**src/shared/cmd_status_pkg.sv**
```systemverilog
// constants, opcodes and carrier types of the common command and status engine
`default_nettype none
package cmd_status_pkg;
	// ----------------------------------------
	// register offsets (byte addresses)
	// ----------------------------------------
	localparam logic [7:0] ADDR_CMD = 8'h00;
	localparam logic [7:0] ADDR_RESP = 8'h04;
	localparam logic [7:0] ADDR_STATUS = 8'h08;
	localparam logic [7:0] ADDR_ERRQ = 8'h0c;
	localparam logic [7:0] ADDR_SETUP = 8'h10;
	// ----------------------------------------
	// field positions
	// ----------------------------------------
	localparam int CMD_OP_LSB = 0;
	localparam int CMD_ARG_LSB = 8;
	localparam int RESP_VALID_BIT = 8;
	localparam int ERRQ_VALID_BIT = 8;
	localparam int STATUS_ESR_LSB = 8;
	localparam int STATUS_INSTRUMENT_STATUS_CHANGE_REGISTER_LSB = 16;
	localparam int STATUS_BUSY_BIT = 24;
	localparam int ESR_OPC = 0;
	localparam int ESR_QYE = 2;
	localparam int ESR_DDE = 3;
	localparam int ESR_EXE = 4;
	localparam int ESR_CME = 5;
	localparam int STB_ISC = 0;
	localparam int STB_MAV = 4;
	localparam int STB_ESB = 5;
	localparam int STB_MSS = 6;
	localparam int SETUP_AUTOTRIG = 0;
	// ----------------------------------------
	// values and limits
	// ----------------------------------------
	localparam logic [7:0] SETUP_RST = 8'h01;
	localparam logic [7:0] MASK_RST = 8'h00;
	localparam logic [15:0] ARG_MAX = 16'h00ff;
	localparam int PUD_MAX = 64;
	localparam logic [7:0] ERR_CME = 8'h01;
	localparam logic [7:0] ERR_EXE = 8'h02;
	localparam logic [7:0] ERR_QYE = 8'h03;
	localparam logic [7:0] ERR_DDE = 8'h04;
	localparam logic [7:0] CHR_LF = 8'h0a;
	localparam logic [7:0] CHR_0 = 8'h30;
	localparam logic [1:0] HTRANS_NONSEQ = 2'b10;
	localparam logic HRESP_OKAY = 1'b0;
	// ----------------------------------------
	// types
	// ----------------------------------------
	typedef enum logic [7:0] {
		OP_CLS = 8'h01, OP_ESE = 8'h02, OP_ESE_Q = 8'h03, OP_ESR_Q = 8'h04,
		OP_IDN_Q = 8'h05, OP_LRN_Q = 8'h06, OP_OPC = 8'h07, OP_OPC_Q = 8'h08,
		OP_OPT_Q = 8'h09, OP_PUD_BEGIN = 8'h0a, OP_PUD_BYTE = 8'h0b,
		OP_PUD_END = 8'h0c, OP_PUD_Q = 8'h0d, OP_RCL = 8'h0e, OP_RST = 8'h0f,
		OP_SAV = 8'h10, OP_SRE = 8'h11, OP_SRE_Q = 8'h12, OP_STB_Q = 8'h13,
		OP_WAI = 8'h14, OP_SETUP = 8'h15
	} opcode_t;
	typedef enum logic [1:0] {
		RK_DEC = 2'b00, RK_IDN = 2'b01, RK_PUD = 2'b10
	} resp_kind_t;
	typedef enum logic {
		ST_IDLE = 1'b0, ST_WAIT = 1'b1
	} state_t;
	typedef struct packed {
		logic ops_busy;
		logic dev_err;
		logic cal_sw_en;
		logic [7:0] opt_fitted;
		logic [7:0] isc_event;
	} dev_in_t;
	typedef struct packed {
		logic srq;
		logic [7:0] setup;
	} dev_out_t;
endpackage
`default_nettype wire

```
**src/rtl/cmd_status_engine.sv**
```systemverilog
// common command interpreter with status registers behind an ahb-lite slave
//
// Implementation choices: the placing of the registers and the AHB-Lite register port.
`default_nettype none
// Behaviour
// clear-status zeroes event status, status change register and error queue
// clear-status also cancels a pending operation-complete request
// event-status-enable set loads the argument into the enable mask
// event-status-enable query answers the mask in decimal, mask unchanged
// event-status query answers the register in decimal, then clears it
// identification query answers model, serial and firmware as ascii text
// learn query answers a value that, sent back, restores the setup
// operation-complete sets its event bit once pending operations finish
// operation-complete query waits for pending operations, then answers 1
// options query reports the fitted options
// protected data stored only with calibration switch enabled, else error
// protected data over 64 bytes raises an execution error
// protected data query answers the stored byte string
// save copies setup to save area, recall restores it
// reset returns power-up state but leaves automatic triggering stopped
// service-request-enable set loads the argument into its mask
// service-request-enable query answers the mask
// commands run one at a time; a command while busy is refused
// wait-to-continue blocks further commands until earlier ones completed
// status-byte query answers the status byte without a serial poll
// masks are eight bits; arguments above 255 raise an execution error
module cmd_status_engine
	import cmd_status_pkg::*;
#(
	parameter int EQ_DEPTH = 4,
	parameter int IDN_LEN = 16,
	// identity text is arbitrary
	parameter logic [8*IDN_LEN-1:0] IDN_STR = "CSE-1,000000,1.0"
) (
	input wire logic hclk,
	input wire logic hresetn,
	input wire logic hsel,
	input wire logic [31:0] haddr,
	input wire logic [1:0] htrans,
	input wire logic hwrite,
	input wire logic [2:0] hsize,
	input wire logic [31:0] hwdata,
	input wire logic hready,
	output logic [31:0] hrdata,
	output logic hreadyout,
	output logic hresp,
	input wire dev_in_t dev_in,
	output dev_out_t dev_out
);
	// ----------------------------------------
	// helpers
	// ----------------------------------------
	function automatic logic [1:0] dec_len(input logic [7:0] v);
		dec_len = (v >= 8'd100) ? 2'd3 : (v >= 8'd10) ? 2'd2 : 2'd1;
	endfunction

	function automatic logic [7:0] dec_char(input logic [7:0] v, input logic [1:0] i);
		logic [7:0] d;
		logic [1:0] pos;
		d = 8'h00;
		pos = i + 2'd3 - dec_len(v);
		unique case (pos)
			2'd0: d = v / 8'd100;
			2'd1: d = (v / 8'd10) % 8'd10;
			default: d = v % 8'd10;
		endcase
		dec_char = CHR_0 + d;
	endfunction

	// ----------------------------------------
	// state
	// ----------------------------------------
	state_t state_r;
	logic wait_q_r;
	logic [7:0] esr_r;
	logic [7:0] ese_r;
	logic [7:0] sre_r;
	logic [7:0] instrument_status_change_register_r;
	logic [7:0] setup_r;
	logic [7:0] save_r;
	logic opc_pend_r;
	logic [7:0] pud_mem_r [PUD_MAX];
	logic [7:0] stage_r [PUD_MAX];
	logic [6:0] pud_len_r;
	logic [6:0] stage_cnt_r;
	logic stage_ovf_r;
	logic [7:0] eq_mem_r [EQ_DEPTH];
	logic [$clog2(EQ_DEPTH+1)-1:0] eq_cnt_r;
	resp_kind_t resp_kind_r;
	logic [7:0] resp_val_r;
	logic [6:0] resp_idx_r;
	logic [6:0] resp_len_r;
	logic resp_avail_r;
	logic wr_pend_r;
	logic [7:0] wr_addr_r;
	logic [31:0] hrdata_r;

	// ----------------------------------------
	// bus decode
	// ----------------------------------------
	logic addr_ok;
	logic rd_go;
	logic cmd_go;
	logic cmd_run;
	logic cmd_refused;
	opcode_t op;
	logic [15:0] arg;
	logic arg_bad;
	logic [7:0] arg8;

	assign addr_ok = hsel && hready && (htrans == HTRANS_NONSEQ);
	assign rd_go = addr_ok && !hwrite;
	assign cmd_go = wr_pend_r && (wr_addr_r == ADDR_CMD);
	assign cmd_run = cmd_go && (state_r == ST_IDLE);
	assign cmd_refused = cmd_go && (state_r != ST_IDLE);
	assign op = opcode_t'(hwdata[CMD_OP_LSB +: 8]);
	assign arg = hwdata[CMD_ARG_LSB +: 16];
	assign arg_bad = arg > ARG_MAX;
	assign arg8 = arg[7:0];
	assign hreadyout = 1'b1;
	assign hresp = HRESP_OKAY;
	assign hrdata = hrdata_r;

	always_ff @(posedge hclk or negedge hresetn) begin
		if (!hresetn) begin
			wr_pend_r <= 1'b0;
			wr_addr_r <= 8'h00;
		end else begin
			wr_pend_r <= addr_ok && hwrite;
			wr_addr_r <= haddr[7:0];
		end
	end

	// ----------------------------------------
	// status byte
	// ----------------------------------------
	logic [7:0] stb_base;
	logic [7:0] stb;
	logic ops_done;

	assign ops_done = !dev_in.ops_busy;

	always_comb begin
		stb_base = 8'h00;
		stb_base[STB_ISC] = |instrument_status_change_register_r;
		stb_base[STB_MAV] = resp_avail_r;
		stb_base[STB_ESB] = |(esr_r & ese_r);
		stb = stb_base;
		stb[STB_MSS] = |(stb_base & sre_r);
	end

	assign dev_out.srq = stb[STB_MSS];
	assign dev_out.setup = setup_r;

	// ----------------------------------------
	// command decode
	// ----------------------------------------
	logic is_query;
	logic exe_err;
	logic cme_err;
	logic qye_err;
	logic [7:0] err_code;
	logic err_push;

	always_comb begin
		is_query = 1'b0;
		exe_err = 1'b0;
		cme_err = 1'b0;
		if (cmd_run) begin
			unique case (op)
				OP_ESE_Q, OP_ESR_Q, OP_IDN_Q, OP_LRN_Q, OP_OPT_Q, OP_PUD_Q,
				OP_SRE_Q, OP_STB_Q:
					is_query = 1'b1;
				OP_ESE, OP_SRE, OP_SETUP, OP_PUD_BYTE:
					exe_err = arg_bad;
				OP_PUD_END:
					exe_err = !dev_in.cal_sw_en || stage_ovf_r;
				OP_CLS, OP_OPC, OP_OPC_Q, OP_PUD_BEGIN, OP_RCL, OP_RST,
				OP_SAV, OP_WAI: ;
				default:
					cme_err = 1'b1;
			endcase
		end
		cme_err = cme_err || cmd_refused;
	end

	// a new query discards an unread answer
	assign qye_err = is_query && resp_avail_r;
	assign err_push = exe_err || cme_err || qye_err || dev_in.dev_err;

	always_comb begin
		err_code = ERR_DDE;
		if (cme_err)
			err_code = ERR_CME;
		else if (exe_err)
			err_code = ERR_EXE;
		else if (qye_err)
			err_code = ERR_QYE;
	end

	// ----------------------------------------
	// sequencing
	// ----------------------------------------
	always_ff @(posedge hclk or negedge hresetn) begin
		if (!hresetn) begin
			state_r <= ST_IDLE;
			wait_q_r <= 1'b0;
		end else begin
			unique case (state_r)
				ST_IDLE: begin
					if (cmd_run && (op == OP_WAI || op == OP_OPC_Q)) begin
						state_r <= ST_WAIT;
						wait_q_r <= (op == OP_OPC_Q);
					end
				end
				ST_WAIT: begin
					if (ops_done)
						state_r <= ST_IDLE;
				end
			endcase
		end
	end

	// ----------------------------------------
	// event status and operation complete
	// ----------------------------------------
	logic [7:0] esr_set;
	logic esr_clr;
	logic opc_fire;

	assign opc_fire = opc_pend_r && ops_done;
	assign esr_clr = cmd_run && (op == OP_CLS || op == OP_ESR_Q);

	always_comb begin
		esr_set = 8'h00;
		esr_set[ESR_OPC] = opc_fire;
		esr_set[ESR_QYE] = qye_err;
		esr_set[ESR_DDE] = dev_in.dev_err;
		esr_set[ESR_EXE] = exe_err;
		esr_set[ESR_CME] = cme_err;
	end

	// set wins over clear
	always_ff @(posedge hclk or negedge hresetn) begin
		if (!hresetn)
			esr_r <= 8'h00;
		else
			esr_r <= (esr_clr ? 8'h00 : esr_r) | esr_set;
	end

	always_ff @(posedge hclk or negedge hresetn) begin
		if (!hresetn) begin
			opc_pend_r <= 1'b0;
		end else begin
			if (cmd_run && (op == OP_CLS || op == OP_RST))
				opc_pend_r <= 1'b0;
			else if (cmd_run && op == OP_OPC)
				opc_pend_r <= 1'b1;
			else if (opc_fire)
				opc_pend_r <= 1'b0;
		end
	end

	always_ff @(posedge hclk or negedge hresetn) begin
		if (!hresetn) begin
			instrument_status_change_register_r <= 8'h00;
		end else begin
			if (cmd_run && op == OP_CLS)
				instrument_status_change_register_r <= dev_in.isc_event;
			else
				instrument_status_change_register_r <= instrument_status_change_register_r | dev_in.isc_event;
		end
	end

	// ----------------------------------------
	// masks and setup
	// ----------------------------------------
	always_ff @(posedge hclk or negedge hresetn) begin
		if (!hresetn) begin
			ese_r <= MASK_RST;
			sre_r <= MASK_RST;
		end else if (cmd_run && !arg_bad) begin
			if (op == OP_ESE)
				ese_r <= arg8;
			if (op == OP_SRE)
				sre_r <= arg8;
		end
	end

	always_ff @(posedge hclk or negedge hresetn) begin
		if (!hresetn) begin
			setup_r <= SETUP_RST;
			save_r <= SETUP_RST;
		end else if (cmd_run) begin
			unique case (op)
				OP_SAV: save_r <= setup_r;
				OP_RCL: setup_r <= save_r;
				OP_RST: begin
					setup_r <= SETUP_RST;
					setup_r[SETUP_AUTOTRIG] <= 1'b0;
				end
				OP_SETUP: if (!arg_bad) setup_r <= arg8;
				default: ;
			endcase
		end
	end

	// ----------------------------------------
	// protected user data
	// ----------------------------------------
	logic pud_commit;

	assign pud_commit = cmd_run && op == OP_PUD_END && !exe_err;

	always_ff @(posedge hclk or negedge hresetn) begin
		if (!hresetn) begin
			stage_cnt_r <= 7'd0;
			stage_ovf_r <= 1'b0;
		end else if (cmd_run && op == OP_PUD_BEGIN) begin
			stage_cnt_r <= 7'd0;
			stage_ovf_r <= 1'b0;
		end else if (cmd_run && op == OP_PUD_BYTE && !arg_bad) begin
			if (stage_cnt_r == 7'(PUD_MAX))
				stage_ovf_r <= 1'b1;
			else
				stage_cnt_r <= stage_cnt_r + 7'd1;
		end
	end

	always_ff @(posedge hclk) begin
		if (cmd_run && op == OP_PUD_BYTE && !arg_bad && stage_cnt_r < 7'(PUD_MAX))
			stage_r[stage_cnt_r[5:0]] <= arg8;
	end

	// storage stands in for the nonvolatile area
	always_ff @(posedge hclk) begin
		if (pud_commit) begin
			for (int i = 0; i < PUD_MAX; i++)
				pud_mem_r[i] <= stage_r[i];
		end
	end

	always_ff @(posedge hclk or negedge hresetn) begin
		if (!hresetn)
			pud_len_r <= 7'd0;
		else if (pud_commit)
			pud_len_r <= stage_cnt_r;
	end

	// ----------------------------------------
	// error queue
	// ----------------------------------------
	logic eq_pop;

	assign eq_pop = rd_go && haddr[7:0] == ADDR_ERRQ && eq_cnt_r != '0;

	// oldest entry at index 0; a full queue drops the newest error
	always_ff @(posedge hclk or negedge hresetn) begin
		if (!hresetn) begin
			eq_cnt_r <= '0;
			for (int i = 0; i < EQ_DEPTH; i++)
				eq_mem_r[i] <= 8'h00;
		end else if (cmd_run && op == OP_CLS) begin
			eq_cnt_r <= '0;
		end else begin
			if (eq_pop) begin
				for (int i = 0; i < EQ_DEPTH - 1; i++)
					eq_mem_r[i] <= eq_mem_r[i+1];
			end
			if (err_push && eq_cnt_r != EQ_DEPTH)
				eq_mem_r[eq_cnt_r - (eq_pop ? 1 : 0)] <= err_code;
			if (eq_pop && !(err_push && eq_cnt_r != EQ_DEPTH))
				eq_cnt_r <= eq_cnt_r - 1'b1;
			else if (!eq_pop && err_push && eq_cnt_r != EQ_DEPTH)
				eq_cnt_r <= eq_cnt_r + 1'b1;
		end
	end

	// ----------------------------------------
	// response stream
	// ----------------------------------------
	logic resp_load;
	resp_kind_t load_kind;
	logic [7:0] load_val;
	logic [7:0] resp_byte;
	logic resp_pop;

	assign resp_load = is_query || (state_r == ST_WAIT && wait_q_r && ops_done);
	assign resp_pop = rd_go && haddr[7:0] == ADDR_RESP && resp_avail_r;

	always_comb begin
		load_kind = RK_DEC;
		load_val = 8'h00;
		if (state_r == ST_WAIT) begin
			load_val = 8'h01;
		end else begin
			unique case (op)
				OP_ESE_Q: load_val = ese_r;
				OP_ESR_Q: load_val = esr_r;
				OP_IDN_Q: load_kind = RK_IDN;
				OP_LRN_Q: load_val = setup_r;
				OP_OPT_Q: load_val = dev_in.opt_fitted;
				OP_PUD_Q: load_kind = RK_PUD;
				OP_SRE_Q: load_val = sre_r;
				OP_STB_Q: load_val = stb;
				default: ;
			endcase
		end
	end

	// every answer ends in a line feed
	always_ff @(posedge hclk or negedge hresetn) begin
		if (!hresetn) begin
			resp_kind_r <= RK_DEC;
			resp_val_r <= 8'h00;
			resp_idx_r <= 7'd0;
			resp_len_r <= 7'd0;
			resp_avail_r <= 1'b0;
		end else if (resp_load) begin
			resp_kind_r <= load_kind;
			resp_val_r <= load_val;
			resp_idx_r <= 7'd0;
			resp_avail_r <= 1'b1;
			unique case (load_kind)
				RK_IDN: resp_len_r <= 7'(IDN_LEN + 1);
				RK_PUD: resp_len_r <= pud_len_r + 7'd1;
				default: resp_len_r <= {5'd0, dec_len(load_val)} + 7'd1;
			endcase
		end else if (resp_pop) begin
			resp_idx_r <= resp_idx_r + 7'd1;
			if (resp_idx_r + 7'd1 == resp_len_r)
				resp_avail_r <= 1'b0;
		end
	end

	always_comb begin
		resp_byte = CHR_LF;
		if (resp_idx_r + 7'd1 != resp_len_r) begin
			unique case (resp_kind_r)
				RK_IDN: resp_byte = IDN_STR[8*(IDN_LEN-1-int'(resp_idx_r)) +: 8];
				RK_PUD: resp_byte = pud_mem_r[resp_idx_r[5:0]];
				default: resp_byte = dec_char(resp_val_r, resp_idx_r[1:0]);
			endcase
		end
	end

	// ----------------------------------------
	// read data
	// ----------------------------------------
	always_ff @(posedge hclk or negedge hresetn) begin
		if (!hresetn) begin
			hrdata_r <= 32'h0000_0000;
		end else if (rd_go) begin
			hrdata_r <= 32'h0000_0000;
			unique case (haddr[7:0])
				ADDR_CMD: hrdata_r[STATUS_BUSY_BIT] <= state_r != ST_IDLE;
				ADDR_RESP: hrdata_r[RESP_VALID_BIT:0] <= {resp_avail_r, resp_byte};
				ADDR_STATUS: begin
					hrdata_r[7:0] <= stb;
					hrdata_r[STATUS_ESR_LSB +: 8] <= esr_r;
					hrdata_r[STATUS_INSTRUMENT_STATUS_CHANGE_REGISTER_LSB +: 8] <= instrument_status_change_register_r;
					hrdata_r[STATUS_BUSY_BIT] <= state_r != ST_IDLE;
				end
				ADDR_ERRQ:
					hrdata_r[ERRQ_VALID_BIT:0] <= {eq_cnt_r != '0, eq_mem_r[0]};
				ADDR_SETUP: hrdata_r[7:0] <= setup_r;
				default: ;
			endcase
		end
	end

endmodule
`default_nettype wire

```
**config.mk**
```make
export PLATFORM = sky130hd
export DESIGN_NAME = cmd_status_engine
export DESIGN_NICKNAME = d
export VERILOG_FILES = /design/src/shared/cmd_status_pkg.sv /design/src/rtl/cmd_status_engine.sv
export SDC_FILE = /design/constraint.sdc
export NUM_CORES = 1
export LEC_CHECK = 0
export BUFFER_PORTS_ARGS = -buffer_cell sky130_fd_sc_hd__buf_2
export CAP_MARGIN = 10
export CELL_PAD_IN_SITES_DETAIL_PLACEMENT = 1
export CELL_PAD_IN_SITES_GLOBAL_PLACEMENT = 1
export CORE_MARGIN = 3
export CORE_UTILIZATION = 30
export CTS_CLUSTER_SIZE = 40
export DETAILED_ROUTE_END_ITERATION = 12
export HOLD_SLACK_MARGIN = 0.06
export PLACE_DENSITY_LB_ADDON = 0.1
export SLEW_MARGIN = 25
export SYNTH_ARGS = -nofsm -noshare
export SYNTH_HDL_FRONTEND = slang
export SYNTH_SLANG_ARGS = --single-unit
export TNS_END_PERCENT = 1
```
**constraint.sdc**
```tcl
create_clock -name hclk -period 42.5 [get_ports hclk]
set_input_delay 4.25 -clock hclk [delete_from_list [all_inputs] [get_ports hclk]]
set_output_delay 4.25 -clock hclk [all_outputs]
set_load 0.02 [all_outputs]
```
==> impl_results.md, run 1 <==
- Hold bufs inserted after CTS: 0
- Hold endpoint: pud_mem_r[37][5]
- Hold Crit Class: register to register
- YS warnings: 0
- Most common cell after layout, fill and taps aside: edfxtp_1
- Reg-to-Reg End: hrdata[5]
- Final setup margin: 34.42 ns
- CTS root buffer: clkbuf_16
- Post-synthesis compound-gate area fraction: under 10%
- Max Cap Violations: 0
- Grt ovf: 0
- Final ANT Viol Nets: 0
- PortBufs: 88
- Pin count of the biggest net entering global routing: 178
- Iter 0 DRT Violations: 1532
- Metal-1 WL: approximately 48 mm
- Reg2Reg Depth: 25
- Most frequent cells in the layout: edfxtp_1, mux4_2, nor2_1, dfrtp_1, clkbuf_16
- TritonCTS clock tree: built
- CTS sink cnt: 1178
- Clock Skews: 0.0312 ns
- Tot Pwr: 2.48 mW
- Placement Setup Slack: between 30 and 40 ns
- DR pass1 iterations: 7
- TritonCTS Buffers: 137
- CP max stage cell: buf_4
- CP Launch Type: input pin
- Nets: 2630
- RSZ-0062 raised after global routing: false
- HPWL Detailed: 68.7 mm
- # DRC: 0
- Cells after Synth: roughly 2400
- Crit-path max cell delay: 0.83 ns
- Status: finished clean
- Yosys reg bits: 1178
- Sequential area share after synthesis: 78.0%
- Dpl cells: ~4300
- Avg Cell Area, Syn: 18.8 sq um
- Mux contribution to synthesized area: under 10%
- Predominant post-synthesis flop cell: edfxtp_1
- TNS Setup: 0 ns
- Via count: 22007
- Core area: between 100000 and 150000 sq um
- RR Startpoint: resp_val_r[4]
- Finished Core Util: 35.3%
- Worst IR Drop VDD: 0.0290 mV
- Xor/xnor share of the synthesized area: 0.767%
- Slew margin rel.: 30.9%
- # IOs: 136
- Post-synth EDFFs: 1024
- H-tree levels: 4
- Adder-Cell Fraction of Synth Area: 0.542%
- Setup CP Type: input pin to register
- FP Rows: 140
- Buffer and inverter count on the worst path: 5
- Initial Utilization: 30.3%
- Ratio of cells with drive above 1 in the final layout: 21.8%
- Die Height: 391 um
- Area growth syn-to-layout: 16.5%
- CP Cell Sequence: buf_2 > nand2b_1 > nor2_1 > o21ai_1 > o41ai_1 > a31oi_1 > nor2_1 > nor3_2 > buf_4 > buf_12 > buf_4 > buf_6
- Final hold vios: 0
- Die Area: 153000 sq um
- Largest family of logic cells by synthesized area: multiplexers
- Post-Syn Area: about 44000 sq um
- Crit path max-delay family: buffers and inverters
- Cts repair resizes: 0
- Drt via density: 4.84
- Postcts setup bufs: 0
- CP Max Fanout: 79
- Crit share post-route: about a fifth
- Fin cells: around 4500
- Reg-to-reg slack, setup: 35.63 ns
- Initial antenna violation count: 3
- Die Width: 391 um
- Cell Pwr Density: 48.0 nW/um^2
- Simple-gate portion of the synthesized area: about 5%
- Worst-Skew Late Latency: around 0.77 ns
- Final setup viols: 0
- All-layer global routing usage: 14.7%
- Worst slew pin tran: slightly above 1 ns
- HP Start: stage_r[37][5]
- Period minus WS final: 8.08 ns
- WL final: 112 mm
- First-pass GRT wire length: ~160 mm
- Library cells used by synthesis: 87
- Critical path arrival: 8.44 ns
- Worst setup EP type: register
- Clock slew seen by the registers of the worst setup and hold paths: 0.06 ns
- Met3 routed WL: 3.98 mm
- Leak Pwr: 16.8 nW
- Fin. max-slew vios: 0
- Clock buffer depth: 3
- FFs w/ async S/R, synth: 13.1%
- Drt wl/cell: 24.6 um
- Via count of the first global-routing pass: 23896
- Highest metal used: met4
- Hold-critical path depth: 0
- Metal2 WL: approximately 57 mm
- RePlAce Congestion: approximately 0.77
- Worst EP required: between 40 and 50 ns
- Max Clk Rate: between 100 and 150 MHz
[final cells by class]
cell class	count	area [sq um]
inverters	29	110
flip-flops and latches	1178	34600
multi-input cells	1049	9240
fillers	14345	94600
well taps	1917	2400
repair buffers	125	785
diodes	2	5.00
clock inverters	79	803
clock buffers	168	3700
[stage by stage]
stage / hold slack, ns / cell area, sq um
5_1_grt: 0.402 / 51700
4_1_cts: 0.395 / 51600
2_1_floorplan: 0.400 / 44400
3_3_place_gp: 0.400 / 47000
6_report: 0.394 / 51700
3_5_place_dp: 0.405 / 47100
[cell usage after synthesis (4+ instances only)]
cell type,instances,area share (%)
a21oi_1,67,0.76
xor2_1,14,0.28
a211oi_1,7,0.12
a21o_1,13,0.22
nand2_1,127,1.1
or3_1,13,0.18
a221oi_1,5,0.099
a222oi_1,14,0.32
nand2b_1,20,0.28
nor3b_1,8,0.14
o22ai_1,13,0.18
nor4_1,12,0.17
mux2i_1,9,0.20
buf_4,12,0.20
nor2_1,167,1.4
or2_2,4,0.056
dfrtp_1,152,8.6
ha_1,16,0.45
and2_1,10,0.14
or4_1,5,0.085
inv_1,28,0.24
a31oi_1,12,0.17
nor2b_1,13,0.18
mux4_2,168,8.5
nand4_1,7,0.099
o211ai_1,4,0.068
o221ai_1,4,0.079
buf_1,24,0.20
nor3_1,24,0.27
a22o_1,17,0.34
clkbuf_1,77,0.65
o31ai_1,11,0.19
nand3b_1,9,0.15
nand3_1,28,0.32
xnor2_1,23,0.45
mux2_2,38,0.96
o21a_1,4,0.068
a32oi_1,4,0.079
o21ai_0,62,0.70
edfxtp_1,1024,69
and3_1,11,0.16
a22oi_1,18,0.30
[routing by layer]
metal  GRT usage (%)  vias to the layer above
met2            25.6                      419
met4            4.45                        0
li1                -                     9707
met3            2.49                      153
met5               0                        -
met1            18.8                    11728
[state kept, by name, indices dropped and copies added, names as in the netlist, 3 cells and up, named ones only]
name and count:
pud_mem_r 512, stage_r 512, eq_mem_r 29, hrdata 22, ese_r 8, instrument_status_change_register_r 8, resp_val_r 8, save_r 8
setup_r 8, sre_r 8, wr_addr_r 8, pud_len_r 7, resp_idx_r 7, resp_len_r 7, stage_cnt_r 7, esr_r 5
eq_cnt_r 3
[power breakdown]
group | total, mW | internal [mW] | switching, mW
Sequential | 1.26 | 1.26 | 0.00600
Combinational | 0.0475 | 0.0138 | 0.0337
Clock | 1.17 | 0.696 | 0.472
[logic make-up (layout without fill, tap and decap cells)]
group,after synthesis,after routing
AOI/OAI and AO/OA,293,293
xor gates and xnor gates,38,38
adders and majority gates,19,19
buffers and inverters,147,401
DFF,1178,1178
muxes,216,216
other,2,14
and+or+nand+nor,471,471
[how the worst max path moves through the flow]
stage | cells after the start | end | start | slack, ns
after floorplan | 5 | pud_mem_r[0][0] | hwdata[0] | 0.78
after global placement | 12 | pud_mem_r[6][4] | hwdata[2] | 33.19
after detailed placement | 12 | pud_mem_r[4][4] | hwdata[2] | 32.96
after CTS | 12 | pud_mem_r[2][0] | hwdata[2] | 33.78
after global routing | 12 | pud_mem_r[2][0] | hwdata[2] | 34.09
final | 12 | pud_mem_r[12][3] | hwdata[2] | 34.42
(Power assumes the default switching activity.)
==> run 2, diff against run 1 <==
clock period = 7.05 ns   (was 42.5 ns; I/O delays follow)
==> run 2 against run 1 <==
Critical path depth up 14. Die area stayed put. Register-to-register slack got worse by 35 ns. First-iteration DRC count increased by 4.5%. Via count grew 0.64%. Largest power group unchanged.
==> impl_results.md, run 2 (synthesized netlist as in run 1, its figures left out) <==
- All-layer global routing usage: 15.1%
- Die Area: 153000 sq um
- Ratio of cells with drive above 1 in the final layout: between 20% and 30%
- # DRC: 0
- Final hold vios: 0
- Core area: 146000 sq um
- Cts repair resizes: 0
- Drt via density: 4.84
- Die Height: 391 um
- Crit share post-route: 88.3%
- RePlAce Congestion: 0.772
- Cell Pwr Density: 282 nW/um^2
- Clock Skews: around 0.053 ns
- Tot Pwr: approximately 15 mW
- Reg-to-Reg End: hrdata[5]
- Max Cap Violations: 0
- TritonCTS clock tree: built
- CTS sink cnt: 1178
- Worst slew pin tran: about 1.2 ns
- H-tree levels: 4
- Max Clk Rate: between 150 and 200 MHz
- Most frequent cells in the layout: edfxtp_1, mux4_2, nor2_1, dfrtp_1, clkbuf_16
- Critical path arrival: ~6.8 ns
- CP Max Fanout: 17
- HP Start: dev_in[7]
- Drt wl/cell: 25.1 um
- Min Hold Slack: 0.159 ns
- Most common cell after layout, fill and taps aside: edfxtp_1
- # IOs: roughly 140
- Clock slew seen by the registers of the worst setup and hold paths: 0.06 ns
- Initial Utilization: 30.3%
- Initial antenna violation count: 9
- PortBufs: 88
- Nets: 2659
- Worst IR Drop VDD: roughly 0.16 mV
- CP max stage cell: dfrtp_1
- Leak Pwr: 16.8 nW
- RR Startpoint: resp_val_r[3]
- Reg-to-reg slack, setup: 0.83 ns
- Worst setup EP type: register
- Via count: 22148
- Hold Crit Class: input pin to register
- Iter 0 DRT Violations: 1601
- Via count of the first global-routing pass: 24196
- Clock buffer depth: 3
- Area growth syn-to-layout: 16.5%
- Cell mode on critical path: ha_1
- Pin count of the biggest net entering global routing: 178
- Final ANT Viol Nets: 0
- Hold endpoint: instrument_status_change_register_r[7]
- Final setup viols: 0
- WL final: ~110 mm
- Period minus WS final: 6.22 ns
- Final setup margin: roughly 0.83 ns
- Reg2Reg Depth: 26
- Die Width: 391 um
- Slew margin rel.: 19.2%
- RSZ-0062 raised after global routing: false
- Fin. max-slew vios: 0
- Crit-path max cell delay: roughly 0.71 ns
- CP Launch Type: register
- Placement Setup Slack: roughly 0.82 ns
- CTS root buffer: clkbuf_16
- Setup CP Type: register to register
- Hold-critical path depth: 2
- HPWL Detailed: about 70 mm
- DR pass1 iterations: 5
- TNS Setup: 0 ns
- Status: finished clean
- Worst EP required: approximately 7.6 ns
- FP Rows: 140
- Worst-Skew Late Latency: between 0.7 and 0.8 ns
- TritonCTS Buffers: 133
- First-pass GRT wire length: 167 mm
- Grt ovf: 0
==> run 2: how the worst max path moves through the flow <==
stage	to	slack (ns)	from	depth (start not counted)
2_1_floorplan	pud_mem_r[0][0]	-7.18	hwdata[3]	9
4_1_cts	hrdata[5]	0.80	resp_val_r[3]	28
3_5_place_dp	hrdata[5]	0.82	resp_val_r[3]	28
6_report	hrdata[5]	0.83	resp_val_r[3]	26
5_1_grt	hrdata[5]	0.21	resp_val_r[3]	26
3_3_place_gp	hrdata[5]	1.0	resp_val_r[3]	28
==> run 2: area by class of cell <==
cell class | count | area, sq um
Antenna cell | 2 | 5.00
Clock buffer | 165 | 3450
Clock inverter | 74 | 763
Fill cell | 14367 | 94600
Inverter | 29 | 110
Multi-Input combinational cell | 1049 | 9260
Sequential cell | 1178 | 34600
Tap cell | 1917 | 2400
Timing Repair Buffer | 158 | 1080
==> run 2: per-stage QoR <==
step           util [%]  instance area (sq um)  std cells
2_1_floorplan         -                  44400       2374
4_1_cts            35.3                  51600       4569
3_5_place_dp       32.3                  47200       4315
5_1_grt            35.3                  51700       4570
6_report           35.3                  51700       4572
3_3_place_gp       32.3                  47200       4315
==> run 2: power breakdown <==
part	leakage, nW	internal (mW)	switching, mW
Combinational	3.56	0.0889	0.208
Sequential	11.2	7.57	0.0361
Clock	2.04	3.79	2.87
==> run 2: layer usage <==
| layer | share of wire (%) | wire length (um) | GRT usage, % | vias to the layer above |
|---|---|---|---|---|
| li1 | - | - | - | 9745 |
| met2 | 50 | 57700 | 25.9 | 422 |
| met1 | 44 | 50000 | 19.7 | 11832 |
| met3 | 3.9 | 4480 | 2.70 | 149 |
| met4 | 2.2 | 2500 | 4.31 | 0 |
| met5 | 0 | 0 | 0 | - |
==> run 2: timing repair <==
item                                   in CTS  in global routing
setup buffers                               0                  0
setup endpoints to repair                   0                  0
hold buffers                               15                  0
endpoints found under the hold margin     101                  0
==> run 2: worst max-delay path: cells and delay by family (launching register included) <==
family | cells | cell delay, ns
XOR/XNOR | 1 | 0.20
flip-flops | 1 | 0.71
buffers and inverters | 4 | 0.49
adder cells (fa/ha/maj) | 4 | 1.27
AND/OR/NAND/NOR | 8 | 1.10
AO/OA/AOI/OAI | 7 | 1.77
multiplexers | 2 | 0.54
